==> src/tsg_consts.svh <==
`ifndef TSG_CONSTS_SVH
`define TSG_CONSTS_SVH

// ----------------------------------------
// Timing
// ----------------------------------------
`define TSG_CLK_HZ        10000000
`define TSG_ALARM_CLR_MS  30
`define TSG_ALARM_CLR_CYC ((`TSG_ALARM_CLR_MS * `TSG_CLK_HZ) / 1000)

// ----------------------------------------
// Terminals and codes
// ----------------------------------------
`define TSG_NUM_TERM      5
`define TSG_FN_W          5
`define TSG_FN_FAULT      5'h0c
`define TSG_FN_GUARD      5'h0d
`define TSG_CODE_NONE     5'h00
`define TSG_CODE_UV       5'h09
`define TSG_CODE_FAULT    5'h0c
`define TSG_CODE_GUARD    5'h0d

// ----------------------------------------
// Register map
// ----------------------------------------
`define TSG_ADR_W         4
`define TSG_ADR_FUNC      4'h0
`define TSG_ADR_STATUS    4'h4
`define TSG_ADR_IRQ_STAT  4'h8
`define TSG_ADR_IRQ_MASK  4'hc
`define TSG_FUNC_W        25
`define TSG_FUNC_RST      25'h00001ac
`define TSG_ST_STATE_LSB  0
`define TSG_ST_CODE_LSB   4
`define TSG_ST_HIST_LSB   10
`define TSG_ST_RUN_BIT    16
`define TSG_ST_GUARD_BIT  17
`define TSG_ST_NEED_BIT   18
`define TSG_IRQ_W         4
`define TSG_IRQ_FAULT     0
`define TSG_IRQ_GUARD     1
`define TSG_IRQ_UV        2
`define TSG_IRQ_CLEAR     3

`endif

==> src/tsg_pkg.sv <==
package tsg_pkg;

   typedef enum logic [2:0] {
      ST_STOP       = 3'h0,
      ST_RUN        = 3'h1,
      ST_TRIP_FAULT = 3'h2,
      ST_TRIP_GUARD = 3'h3,
      ST_TRIP_UV    = 3'h4
   } tsg_state_t;

   typedef struct packed {
      logic       drive_en;
      logic       alarm;
      logic [4:0] code;
   } tsg_drive_t;

   typedef struct packed {
      logic uv;
      logic guard;
      logic fault;
   } tsg_hist_t;

endpackage

==> src/tsg_trip_guard.sv <==
`include "tsg_consts.svh"
`timescale 1ns/1ps
`default_nettype none

module tsg_trip_guard #(
   parameter int unsigned ALARM_CLR_CYC = `TSG_ALARM_CLR_CYC
) (
   input  wire logic                      clk_i,             // Control clock
   input  wire logic                      rst_i,             // Power-up reset
   input  wire logic [`TSG_NUM_TERM-1:0]  term_i,            // Intelligent inputs
   input  wire logic                      run_req_i,         // Run request level
   input  wire logic                      fault_clear_input_i, // Reset terminal
   input  wire logic                      keypad_reset_i,    // Keypad reset pulse
   input  wire logic                      undervolt_i,       // Undervoltage detect
   input  wire logic                      wb_cyc_i,          // Bus cycle
   input  wire logic                      wb_stb_i,          // Bus strobe
   input  wire logic                      wb_we_i,           // Bus write
   input  wire logic [`TSG_ADR_W-1:0]     wb_adr_i,          // Byte address
   input  wire logic [3:0]                wb_sel_i,          // Byte lanes
   input  wire logic [31:0]               wb_dat_i,          // Write data
   output logic [31:0]                    wb_dat_o,          // Read data
   output logic                           wb_ack_o,          // Bus ack
   output logic                           drive_en_o,        // Power output enable
   output logic                           alarm_o,           // Alarm output
   output logic [4:0]                     fault_code_o,      // Displayed code
   output logic                           irq_o              // Interrupt level
);

   // ----------------------------------------
   // Helpers
   // ----------------------------------------
   function automatic logic fn_any(input logic [`TSG_NUM_TERM-1:0] t,
                                   input logic [`TSG_FUNC_W-1:0]  f,
                                   input logic [`TSG_FN_W-1:0]    code);
      logic hit;
      hit = 1'b0;
      for (int i = 0; i < `TSG_NUM_TERM; i++) begin
         if (t[i] && f[i*`TSG_FN_W +: `TSG_FN_W] == code) hit = 1'b1;
      end
      return hit;
   endfunction

   function automatic logic [31:0] wmask(input logic [31:0] old,
                                         input logic [31:0] d,
                                         input logic [3:0]  sel);
      logic [31:0] r;
      r = old;
      for (int b = 0; b < 4; b++) begin
         if (sel[b]) r[b*8 +: 8] = d[b*8 +: 8];
      end
      return r;
   endfunction

   function automatic logic is_trip(input tsg_pkg::tsg_state_t s);
      return s == tsg_pkg::ST_TRIP_FAULT || s == tsg_pkg::ST_TRIP_GUARD ||
             s == tsg_pkg::ST_TRIP_UV;
   endfunction

   // ----------------------------------------
   // Declarations
   // ----------------------------------------
   tsg_pkg::tsg_state_t        state_r, state_nxt;
   tsg_pkg::tsg_drive_t        drv_r, drv_nxt;
   tsg_pkg::tsg_hist_t         hist_r, hist_nxt;
   logic                       need_r, need_nxt;
   logic                       pwr_up_r;
   logic                       fault_prev_r, run_prev_r, clr_prev_r, uv_prev_r;
   logic [`TSG_FUNC_W-1:0]     func_r, func_nxt;
   logic [`TSG_IRQ_W-1:0]      istat_r, istat_nxt, imask_r, imask_nxt;
   logic                       ack_nxt;
   logic [31:0]                dat_nxt, wr_full, func_w, mask_w;
   logic                       wr_en;
   logic                       fault_lvl, guard_en;
   logic                       fault_rise, run_rise, clr_fall, uv_rise;

   // ----------------------------------------
   // Input decode and edges
   // ----------------------------------------
   assign fault_lvl  = fn_any(term_i, func_r, `TSG_FN_FAULT);
   assign guard_en   = fn_any(term_i, func_r, `TSG_FN_GUARD);
   assign fault_rise = fault_lvl & ~fault_prev_r;
   assign run_rise   = run_req_i & ~run_prev_r;
   assign uv_rise    = undervolt_i & ~uv_prev_r;
   assign clr_fall   = (~fault_clear_input_i & clr_prev_r) | keypad_reset_i;

   // ----------------------------------------
   // Trip and start control
   // ----------------------------------------
   always_comb begin
      state_nxt = state_r;
      need_nxt  = need_r;
      case (state_r)
         tsg_pkg::ST_STOP: begin
            if (run_rise || clr_fall) need_nxt = 1'b0;
            if (fault_clear_input_i) begin
               state_nxt = tsg_pkg::ST_STOP;
            end else if (pwr_up_r) begin
               if (run_req_i) begin
                  state_nxt = guard_en ? tsg_pkg::ST_TRIP_GUARD
                                       : tsg_pkg::ST_RUN;
               end
            end else if (run_req_i && (!need_r || run_rise)) begin
               state_nxt = tsg_pkg::ST_RUN;
            end
         end
         tsg_pkg::ST_RUN: begin
            if (fault_clear_input_i || !run_req_i) begin
               state_nxt = tsg_pkg::ST_STOP;
            end
         end
         tsg_pkg::ST_TRIP_FAULT: begin
            if (clr_fall) begin
               state_nxt = (run_req_i && !guard_en) ? tsg_pkg::ST_RUN
                                                    : tsg_pkg::ST_STOP;
               need_nxt  = guard_en;
            end
         end
         tsg_pkg::ST_TRIP_GUARD: begin
            if (!run_req_i) begin
               state_nxt = tsg_pkg::ST_STOP;
            end else if (clr_fall) begin
               state_nxt = tsg_pkg::ST_RUN;
            end
         end
         tsg_pkg::ST_TRIP_UV: begin
            if (clr_fall) begin
               if (!run_req_i) begin
                  state_nxt = tsg_pkg::ST_STOP;
               end else if (guard_en) begin
                  state_nxt = tsg_pkg::ST_TRIP_GUARD;
               end else begin
                  state_nxt = tsg_pkg::ST_RUN;
               end
            end
         end
         default: begin
            state_nxt = tsg_pkg::ST_STOP;
         end
      endcase
      if (fault_rise) begin
         state_nxt = tsg_pkg::ST_TRIP_FAULT;
      end else if (uv_rise && state_r != tsg_pkg::ST_TRIP_FAULT) begin
         state_nxt = tsg_pkg::ST_TRIP_UV;
      end

      // Outputs follow the next state so trips act in one cycle
      drv_nxt.drive_en = state_nxt == tsg_pkg::ST_RUN;
      drv_nxt.alarm    = is_trip(state_nxt) && !fault_clear_input_i;
      case (state_nxt)
         tsg_pkg::ST_TRIP_FAULT: drv_nxt.code = `TSG_CODE_FAULT;
         tsg_pkg::ST_TRIP_GUARD: drv_nxt.code = `TSG_CODE_GUARD;
         tsg_pkg::ST_TRIP_UV:    drv_nxt.code = `TSG_CODE_UV;
         default:                drv_nxt.code = `TSG_CODE_NONE;
      endcase
      if (fault_clear_input_i) drv_nxt.code = `TSG_CODE_NONE;

      // History clears on reset; a new entry wins over the clear
      hist_nxt = fault_clear_input_i ? 3'h0 : hist_r;
      if (state_nxt != state_r) begin
         hist_nxt.fault = hist_nxt.fault | (state_nxt == tsg_pkg::ST_TRIP_FAULT);
         hist_nxt.guard = hist_nxt.guard | (state_nxt == tsg_pkg::ST_TRIP_GUARD);
         hist_nxt.uv    = hist_nxt.uv | (state_nxt == tsg_pkg::ST_TRIP_UV);
      end
   end

   always_ff @(posedge clk_i) begin
      if (rst_i) begin
         state_r      <= tsg_pkg::ST_STOP;
         need_r       <= 1'b0;
         drv_r        <= '0;
         hist_r       <= '0;
         pwr_up_r     <= 1'b1;
         fault_prev_r <= 1'b0;
         run_prev_r   <= 1'b0;
         clr_prev_r   <= 1'b0;
         uv_prev_r    <= 1'b0;
      end else begin
         state_r      <= state_nxt;
         need_r       <= need_nxt;
         drv_r        <= drv_nxt;
         hist_r       <= hist_nxt;
         pwr_up_r     <= 1'b0;
         fault_prev_r <= fault_lvl;
         run_prev_r   <= run_req_i;
         clr_prev_r   <= fault_clear_input_i;
         uv_prev_r    <= undervolt_i;
      end
   end

   assign drive_en_o   = drv_r.drive_en;
   assign alarm_o      = drv_r.alarm;
   assign fault_code_o = drv_r.code;

   // ----------------------------------------
   // Wishbone slave and registers
   // ----------------------------------------
   assign wr_en   = wb_ack_o & wb_cyc_i & wb_stb_i & wb_we_i;
   assign ack_nxt = wb_cyc_i & wb_stb_i & ~wb_ack_o;

   always_comb begin
      wr_full   = wmask(32'h0, wb_dat_i, wb_sel_i);
      func_w    = wmask({7'h0, func_r}, wb_dat_i, wb_sel_i);
      mask_w    = wmask({28'h0, imask_r}, wb_dat_i, wb_sel_i);
      func_nxt  = func_r;
      imask_nxt = imask_r;
      istat_nxt = istat_r;
      dat_nxt   = wb_dat_o;
      if (wr_en && wb_adr_i == `TSG_ADR_FUNC) func_nxt = func_w[`TSG_FUNC_W-1:0];
      if (wr_en && wb_adr_i == `TSG_ADR_IRQ_MASK) imask_nxt = mask_w[`TSG_IRQ_W-1:0];
      if (wr_en && wb_adr_i == `TSG_ADR_IRQ_STAT) istat_nxt = istat_r & ~wr_full[`TSG_IRQ_W-1:0];
      // New entries after the clear so set wins; history layout matches bits 2..0
      istat_nxt[`TSG_IRQ_UV:`TSG_IRQ_FAULT] = istat_nxt[`TSG_IRQ_UV:`TSG_IRQ_FAULT] |
                                              (hist_nxt & ~hist_r);
      if (is_trip(state_r) && !is_trip(state_nxt)) istat_nxt[`TSG_IRQ_CLEAR] = 1'b1;
      if (ack_nxt) begin
         dat_nxt = 32'h0;
         case (wb_adr_i)
            `TSG_ADR_FUNC:     dat_nxt[`TSG_FUNC_W-1:0] = func_r;
            `TSG_ADR_STATUS: begin
               dat_nxt[`TSG_ST_STATE_LSB +: 3] = state_r;
               dat_nxt[`TSG_ST_CODE_LSB +: 5]  = drv_r.code;
               dat_nxt[`TSG_ST_HIST_LSB +: 3]  = hist_r;
               dat_nxt[`TSG_ST_RUN_BIT]        = run_req_i;
               dat_nxt[`TSG_ST_GUARD_BIT]      = guard_en;
               dat_nxt[`TSG_ST_NEED_BIT]       = need_r;
            end
            `TSG_ADR_IRQ_STAT: dat_nxt[`TSG_IRQ_W-1:0] = istat_r;
            `TSG_ADR_IRQ_MASK: dat_nxt[`TSG_IRQ_W-1:0] = imask_r;
            default:           dat_nxt = 32'h0;
         endcase
      end
   end

   always_ff @(posedge clk_i) begin
      if (rst_i) begin
         wb_ack_o <= 1'b0;
         wb_dat_o <= 32'h0;
         func_r   <= `TSG_FUNC_RST;
         istat_r  <= '0;
         imask_r  <= '0;
      end else begin
         wb_ack_o <= ack_nxt;
         wb_dat_o <= dat_nxt;
         func_r   <= func_nxt;
         istat_r  <= istat_nxt;
         imask_r  <= imask_nxt;
      end
   end

   assign irq_o = |(istat_r & imask_r);

   // ----------------------------------------
   // Checks
   // ----------------------------------------
   logic [19:0] acnt_r, acnt_nxt;
   assign acnt_nxt = (fault_clear_input_i && alarm_o) ? acnt_r + 20'h1 : 20'h0;
   always_ff @(posedge clk_i) begin
      if (rst_i) begin
         acnt_r <= 20'h0;
      end else begin
         acnt_r <= acnt_nxt;
      end
   end
endmodule // tsg_trip_guard

`default_nettype wire

==> config.mk <==
export PLATFORM = sky130hd
export DESIGN_NAME = tsg_trip_guard
export DESIGN_NICKNAME = d
export VERILOG_FILES = /design/src/tsg_pkg.sv /design/src/tsg_trip_guard.sv
export VERILOG_INCLUDE_DIRS = /design/src /design/src/src
export SDC_FILE = /design/constraint.sdc
export NUM_CORES = 1
export LEC_CHECK = 0
export BUFFER_PORTS_ARGS = -buffer_cell sky130_fd_sc_hd__buf_4
export CAP_MARGIN = 5
export CORE_MARGIN = 10
export CORE_UTILIZATION = 47
export CTS_BUF_LIST = sky130_fd_sc_hd__clkbuf_8 sky130_fd_sc_hd__clkbuf_16
export DETAILED_ROUTE_END_ITERATION = 8
export GPL_TIMING_DRIVEN = 1
export PLACE_DENSITY_LB_ADDON = 0.3
export SLEW_MARGIN = 10
export SYNTH_ARGS = -nofsm -noshare
export SYNTH_HDL_FRONTEND = slang
export SYNTH_SLANG_ARGS = --single-unit
==> constraint.sdc <==
create_clock -name clk_i -period 1.7 [get_ports clk_i]
set_clock_uncertainty 0.05 [all_clocks]
set_input_delay 0.34 -clock clk_i [delete_from_list [all_inputs] [get_ports clk_i]]
set_output_delay 0.34 -clock clk_i [all_outputs]
set_load 0.02 [all_outputs]
==> Yosys cells after proc, flatten, opt, wreduce, memory -nomap -nowiden <==
Cells that the tools add are included.
{ "totals": {"elab_cells": 156, "regBits": 78} }
{ "op_classes": {"bitwise": 24, "n_mux": 43, "reduce_logical": 42, "eq_ne": 25} }
{ "ops": {"columns": ["operator", "count"], "rows": [
  ["5-bit by 4-bit == test with 1-bit output (second input constant)", 10],
  ["3-bit 2-to-1 mux", 14],
  ["1-bit logical AND", 18],
  ["1-bit 2-to-1 mux", 16],
  ["3-bit case mux with 5 select lines", 1],
  ["3-bit by 2-bit == test with 1-bit output (second input constant)", 4],
  ["3-bit case mux with 2 select lines", 2],
  ["3-bit case mux with 4 select lines", 1],
  ["4-bit case mux with 3 select lines", 1],
  ["5-bit case mux with 2 select lines", 1],
  ["2-bit AND reduction", 5],
  ["1-bit AND", 9],
  ["4-bit AND", 2],
  ["4-bit == test (second input constant)", 2],
  ["4-bit 2-to-1 mux", 2],
  ["1-bit logical OR", 7],
  ["3-bit by 1-bit == test with 1-bit output (second input constant)", 2],
  ["3-bit == test (second input constant)", 2],
  ["6-bit 2-to-1 mux", 1],
  ["1-bit logical NOT", 5],
  ["1-bit NOT", 5],
  ["4-bit by 3-bit == test with 1-bit output (second input constant)", 1],
  ["4-bit logical NOT", 1],
  ["2-bit 2-to-1 mux", 2],
  ["15 further kinds", 20]
]} }

==> Logic depth before layout (Yosys ltp) <==
{ "depth": {"word_depth": 20, "depth_mapped": 8, "depth_no_buf": 7} }

==> Worst setup path before layout <==
Ideal clock, no wire load.
{ "synth_path": {"path_kind": "in2reg", "from": "input wb_adr_i[3]", "to": "register func_r[2]", "arrival_ns": 1.626, "cell_stages": 5, "setup_ns": 0.120, "required_time_ns": 1.530, "path_slack_ns": -0.096, "n_path_buf": 2, "cell_sequence": "buf_2 > nor4_1 > buf_2 > nand2_1 > a211o_1"} }
{ "synth_via": {"elab_chain_len": 3} }
{ "synth_lines": {"columns": ["item", "line", "text"], "rows": [
  ["from (decl)", "tsg_trip_guard.sv:18", "input wire logic [`TSG_ADR_W-1:0] wb_adr_i,"],
  ["4-bit logical NOT", null, null],
  ["1-bit logical AND (no line)", null, null],
  ["2-bit AND reduction (no line)", null, null],
  ["to (signal assigned)", "tsg_trip_guard.sv:238", "func_r <= `TSG_FUNC_RST;"],
  ["to (signal assigned)", "tsg_trip_guard.sv:244", "func_r <= func_nxt;"],
  ["to (decl)", "tsg_trip_guard.sv:68", "logic [`TSG_FUNC_W-1:0] func_r, func_nxt;"]
]} }
No other way between the ends.
A chain may end at the register's enable or synchronous reset.

==> Worst setup path in the final report <==
{ "layout_path": {"from": "register func_r[14]", "to": "register istat_r[0]"} }
{ "layout_via": {"elab_chain_len": 17, "elab_cells_between_ends": 30, "cone_classes": "4 x eq/ne; 18 x mux; 4 x bitwise; 4 x reduce/logical"} }
{ "layout_lines": {"columns": ["item", "line", "text"], "rows": [
  ["5-bit by 4-bit == test with 1-bit output", "tsg_trip_guard.sv:38", "if (t[i] && f[i*`TSG_FN_W +: `TSG_FN_W] == code) hit = 1'b1;"],
  ["1-bit logical AND", "tsg_trip_guard.sv:38", null],
  ["1-bit 2-to-1 mux (3 in series)", "tsg_trip_guard.sv:38", null],
  ["2-bit 2-to-1 mux or 1-bit logical NOT (tied branches)", "tsg_trip_guard.sv:99, tsg_trip_guard.sv:129, tsg_trip_guard.sv:113", null],
  ["3-bit 2-to-1 mux or 1-bit logical AND (tied branches)", "tsg_trip_guard.sv:98, tsg_trip_guard.sv:113", null],
  ["3-bit 2-to-1 mux or 1-bit 2-to-1 mux (tied branches)", "tsg_trip_guard.sv:97, tsg_trip_guard.sv:113", null],
  ["3-bit 2-to-1 mux, on equally long branches", "tsg_trip_guard.sv:95, tsg_trip_guard.sv:112", null],
  ["3-bit case mux with 5 select lines", "tsg_trip_guard.sv:92", "case (state_r)"],
  ["3-bit 2-to-1 mux", "tsg_trip_guard.sv:142", "end else if (uv_rise && state_r != tsg_pkg::ST_TRIP_FAULT) begin"],
  ["3-bit 2-to-1 mux *", "tsg_trip_guard.sv:140", "if (fault_rise) begin"],
  ["3-bit by 2-bit == test with 1-bit output", "tsg_trip_guard.sv:160", "hist_nxt.fault = hist_nxt.fault | (state_nxt == tsg_pkg::ST_TRIP_FAULT);"],
  ["1-bit bitwise OR", "tsg_trip_guard.sv:160", null],
  ["3-bit 2-to-1 mux *", "tsg_trip_guard.sv:159", "if (state_nxt != state_r) begin"],
  ["3-bit AND *", "tsg_trip_guard.sv:213", "(hist_nxt & ~hist_r);"],
  ["3-bit bitwise OR *", "tsg_trip_guard.sv:212", "istat_nxt[`TSG_IRQ_UV:`TSG_IRQ_FAULT] = istat_nxt[`TSG_IRQ_UV:`TSG_IRQ_FAULT] |"],
  ["to (signal assigned)", "tsg_trip_guard.sv:245", "istat_r <= istat_nxt;"],
  ["to (decl)", "tsg_trip_guard.sv:69", "logic [`TSG_IRQ_W-1:0] istat_r, istat_nxt, imask_r, imask_nxt;"]
]} }
Mark *: on every way between the ends. The rest lies on a longest branch, timed or not.

==> flow_summary.toml <==
[run_status]
run_status = "finished, violations left"
violations = "negative setup slack"

[placement]
dp_hpwl_um = 7105
place_congestion = 0.9040
numPortBuffers = 78
postPlaceCellArea_um2 = 4335

[power_and_ir_drop]
power_density_nw_per_um2 = 861.3
vdd_drop_max_v = 0.0005363
power_leakage_uw = 0.002042

[setup_path]
cp_max_fo = 5
arrival_ps = 2160
end_kind = "register"
path_class = "register to register"
startpoint_type = "register"
critPathRequiredTime_ps = 1930

[floorplan]
die_h_um = 104.7
core_um2 = 6869
start_util_pct = 49.03
num_rows = 30
die_width_um = 104.7
ios = 95
die_area_um2 = 10950

[sta]
rsz0062_at_grt = "yes"
hold_viol_final = 0
period_share_pct = 113.3
setup_slack_ps = -225.4
slew_violations = 0
setup_viol = 14
fin_crit_ps = 1925
setup_tns_ps = -1781
tightest_slew_ps = 565.1
max_slew_margin_pct = 62.33
fmax_mhz = 519.4

[global_routing]
grt_overflow_total = 0
first_global_vias = 3218
antenna_found_initial = 0
grt_max_degree = 48
grt_pass1_wl_um = 15590
grt_use_total_pct = 17.22

[flow_run]
max_cap_violations = 0

[clocking]
cts_sinks = 76
ctsHoldBuffers = 0
cts-root-buf = "clkbuf_8"
clk_latency_ps = 350
cts.clk_slew.worst_paths_ps = 80
numCtsBuffers = 9
clk_path_buf_depth = 2
cts_tree = "done"
htreeDepth = 3

[yosys]
synth_edf_count = 0
synth_ff_type = "dfxtp_1"
synth_top_area_cell = "dfxtp_1"
synthArstFlopShare_pct = 0
synthCells = 376
synth.area.top_cells = "dfxtp_1, nor2_1, nand2_1, a21oi_1, nand3_1"
synth-seq-cells = 76
postSynthAreaPerCell_um2 = 8.958
yosys_warnings = 0
synth.cell_area_um2 = 3368
seq_area_frac_synth_pct = 45.17
yosys.area.top_type_share_pct = 45.17
synth.distinct_cells = 66

[drt]
detail-route-antenna-nets = 0
drt_wl_total_um = 9775
drtIter0Drc = 150
drt_pass1_iterations = 4
vias = 3221
viasPerCell = 5.368
wl_per_cell_um = 16.29
drc = 0

[final_layout]
design_area_um2 = 4715
finalNetCount = 553
num_antenna_cells = 0
regArea_um2 = 1525
fin_util_pct = 68.63
areaGrowthSynthToFinish_pct = 39.97
drive_above_1_share_pct = 37.90
fillers = 551
layout_common_cells = "buf_4, dfxtp_1, nor2_1"
multiInputGateArea_um2 = 1769
mostFrequentLayoutCell = "buf_4"

[worst_hold_path]
hold_class = "input pin to register"
## flip-flops by register name, summed over array words and instances (netlist names), 3 cells and up
register / count
imask_r: 4
hist_r: 3
func_r: 25
state_r: 3
wb_dat_o: 25
istat_r: 4
fault_code_o: 3
## critical path, stage by stage, from the launching register on
cell and delay, ps:
dfxtp_2 320, nand4b_1 230, nor3_2 230, nor3_1 90, o2111ai_2 240, a21oi_4 80
or4_1 500, o21ai_2 120
## worst paths after layout
kind / end / startpoint / depth (start not counted) / slack [ps]
worst min-delay path: uv_prev_r / undervolt_i / 2 / 160
worst max register to register: istat_r[0] / func_r[14] / 7 / -230
worst max-delay path: istat_r[0] / func_r[14] / 7 / -230
worst min register to register: wb_dat_o[3] / wb_dat_o[3] / 2 / 410
## what timing repair did
item,4_1_cts,5_1_grt
resized for setup,12,9
cloned,0,0
pin swaps,1,1
buffers inserted,5,1
setup endpoints to repair,13,23
## per-stage QoR
stage	cells	total power, µW	setup slack [ps]	hold WS, ps
4_1_cts	599	4049	-180.8	152.9
6_report	600	4061	-225.4	162.9
3_3_place_gp	578	2384	-228.1	396.9
2_1_floorplan	384	2178	-71.18	317.7
5_1_grt	600	4197	-338.8	164.0
3_5_place_dp	578	2395	-260.4	405.0
## synthesized netlist by cell type, types with 3 or more instances
| library cell | number |
|---|---|
| buf_4 | 9 |
| mux2i_1 | 8 |
| nor3_1 | 15 |
| nor2_1 | 48 |
| buf_2 | 3 |
| dfxtp_1 | 76 |
| clkbuf_1 | 15 |
| a22o_1 | 3 |
| a22oi_1 | 14 |
| a221oi_1 | 11 |
| nand2b_1 | 3 |
| and3_1 | 4 |
| a211o_1 | 4 |
| mux2_2 | 3 |
| nand3_1 | 22 |
| nor2b_1 | 7 |
| nand2_1 | 41 |
| a21oi_1 | 22 |
| nand3b_1 | 5 |
| nand4b_1 | 3 |
| inv_1 | 3 |
## cell type report
cell class	count	share of cell area [%]
Tap cell	96	2.548
Inverter	4	0.3185
Clock buffer	9	2.627
Timing Repair Buffer	134	22.19
Clock inverter	7	2.442
Multi-Input combinational cell	274	37.53
Sequential cell	76	32.35
## power by group
group	switching, µW	total, µW	leakage [µW]	internal [µW]
Clock	687	1660	0.000121	973
Combinational	274	531	0.00130	257
Sequential	40.7	1870	0.000619	1830
Total	1000	4060	0.00204	3060
## routing by layer
| layer | global-route usage (%) | vias to the layer above | wire [µm] |
|---|---|---|---|
| li1 | - | 1581 | - |
| met1 | 20.70 | 1518 | 4252 |
| met2 | 28.33 | 104 | 4731 |
| met3 | 4.423 | 18 | 543 |
| met4 | 7.647 | 0 | 248 |
| met5 | 0 | - | 0 |
## cell families after synthesis
group | count (synthesis) | synth area share (%)
multiplexers | 12 | 4.161
other | 1 | 0.1113
AND/OR/NAND/NOR | 176 | 27.71
flip-flops | 76 | 45.17
AO/OA/AOI/OAI | 77 | 17.20
buffers and inverters | 34 | 5.646
No activity file was read; power rests on OpenSTA's default activity.
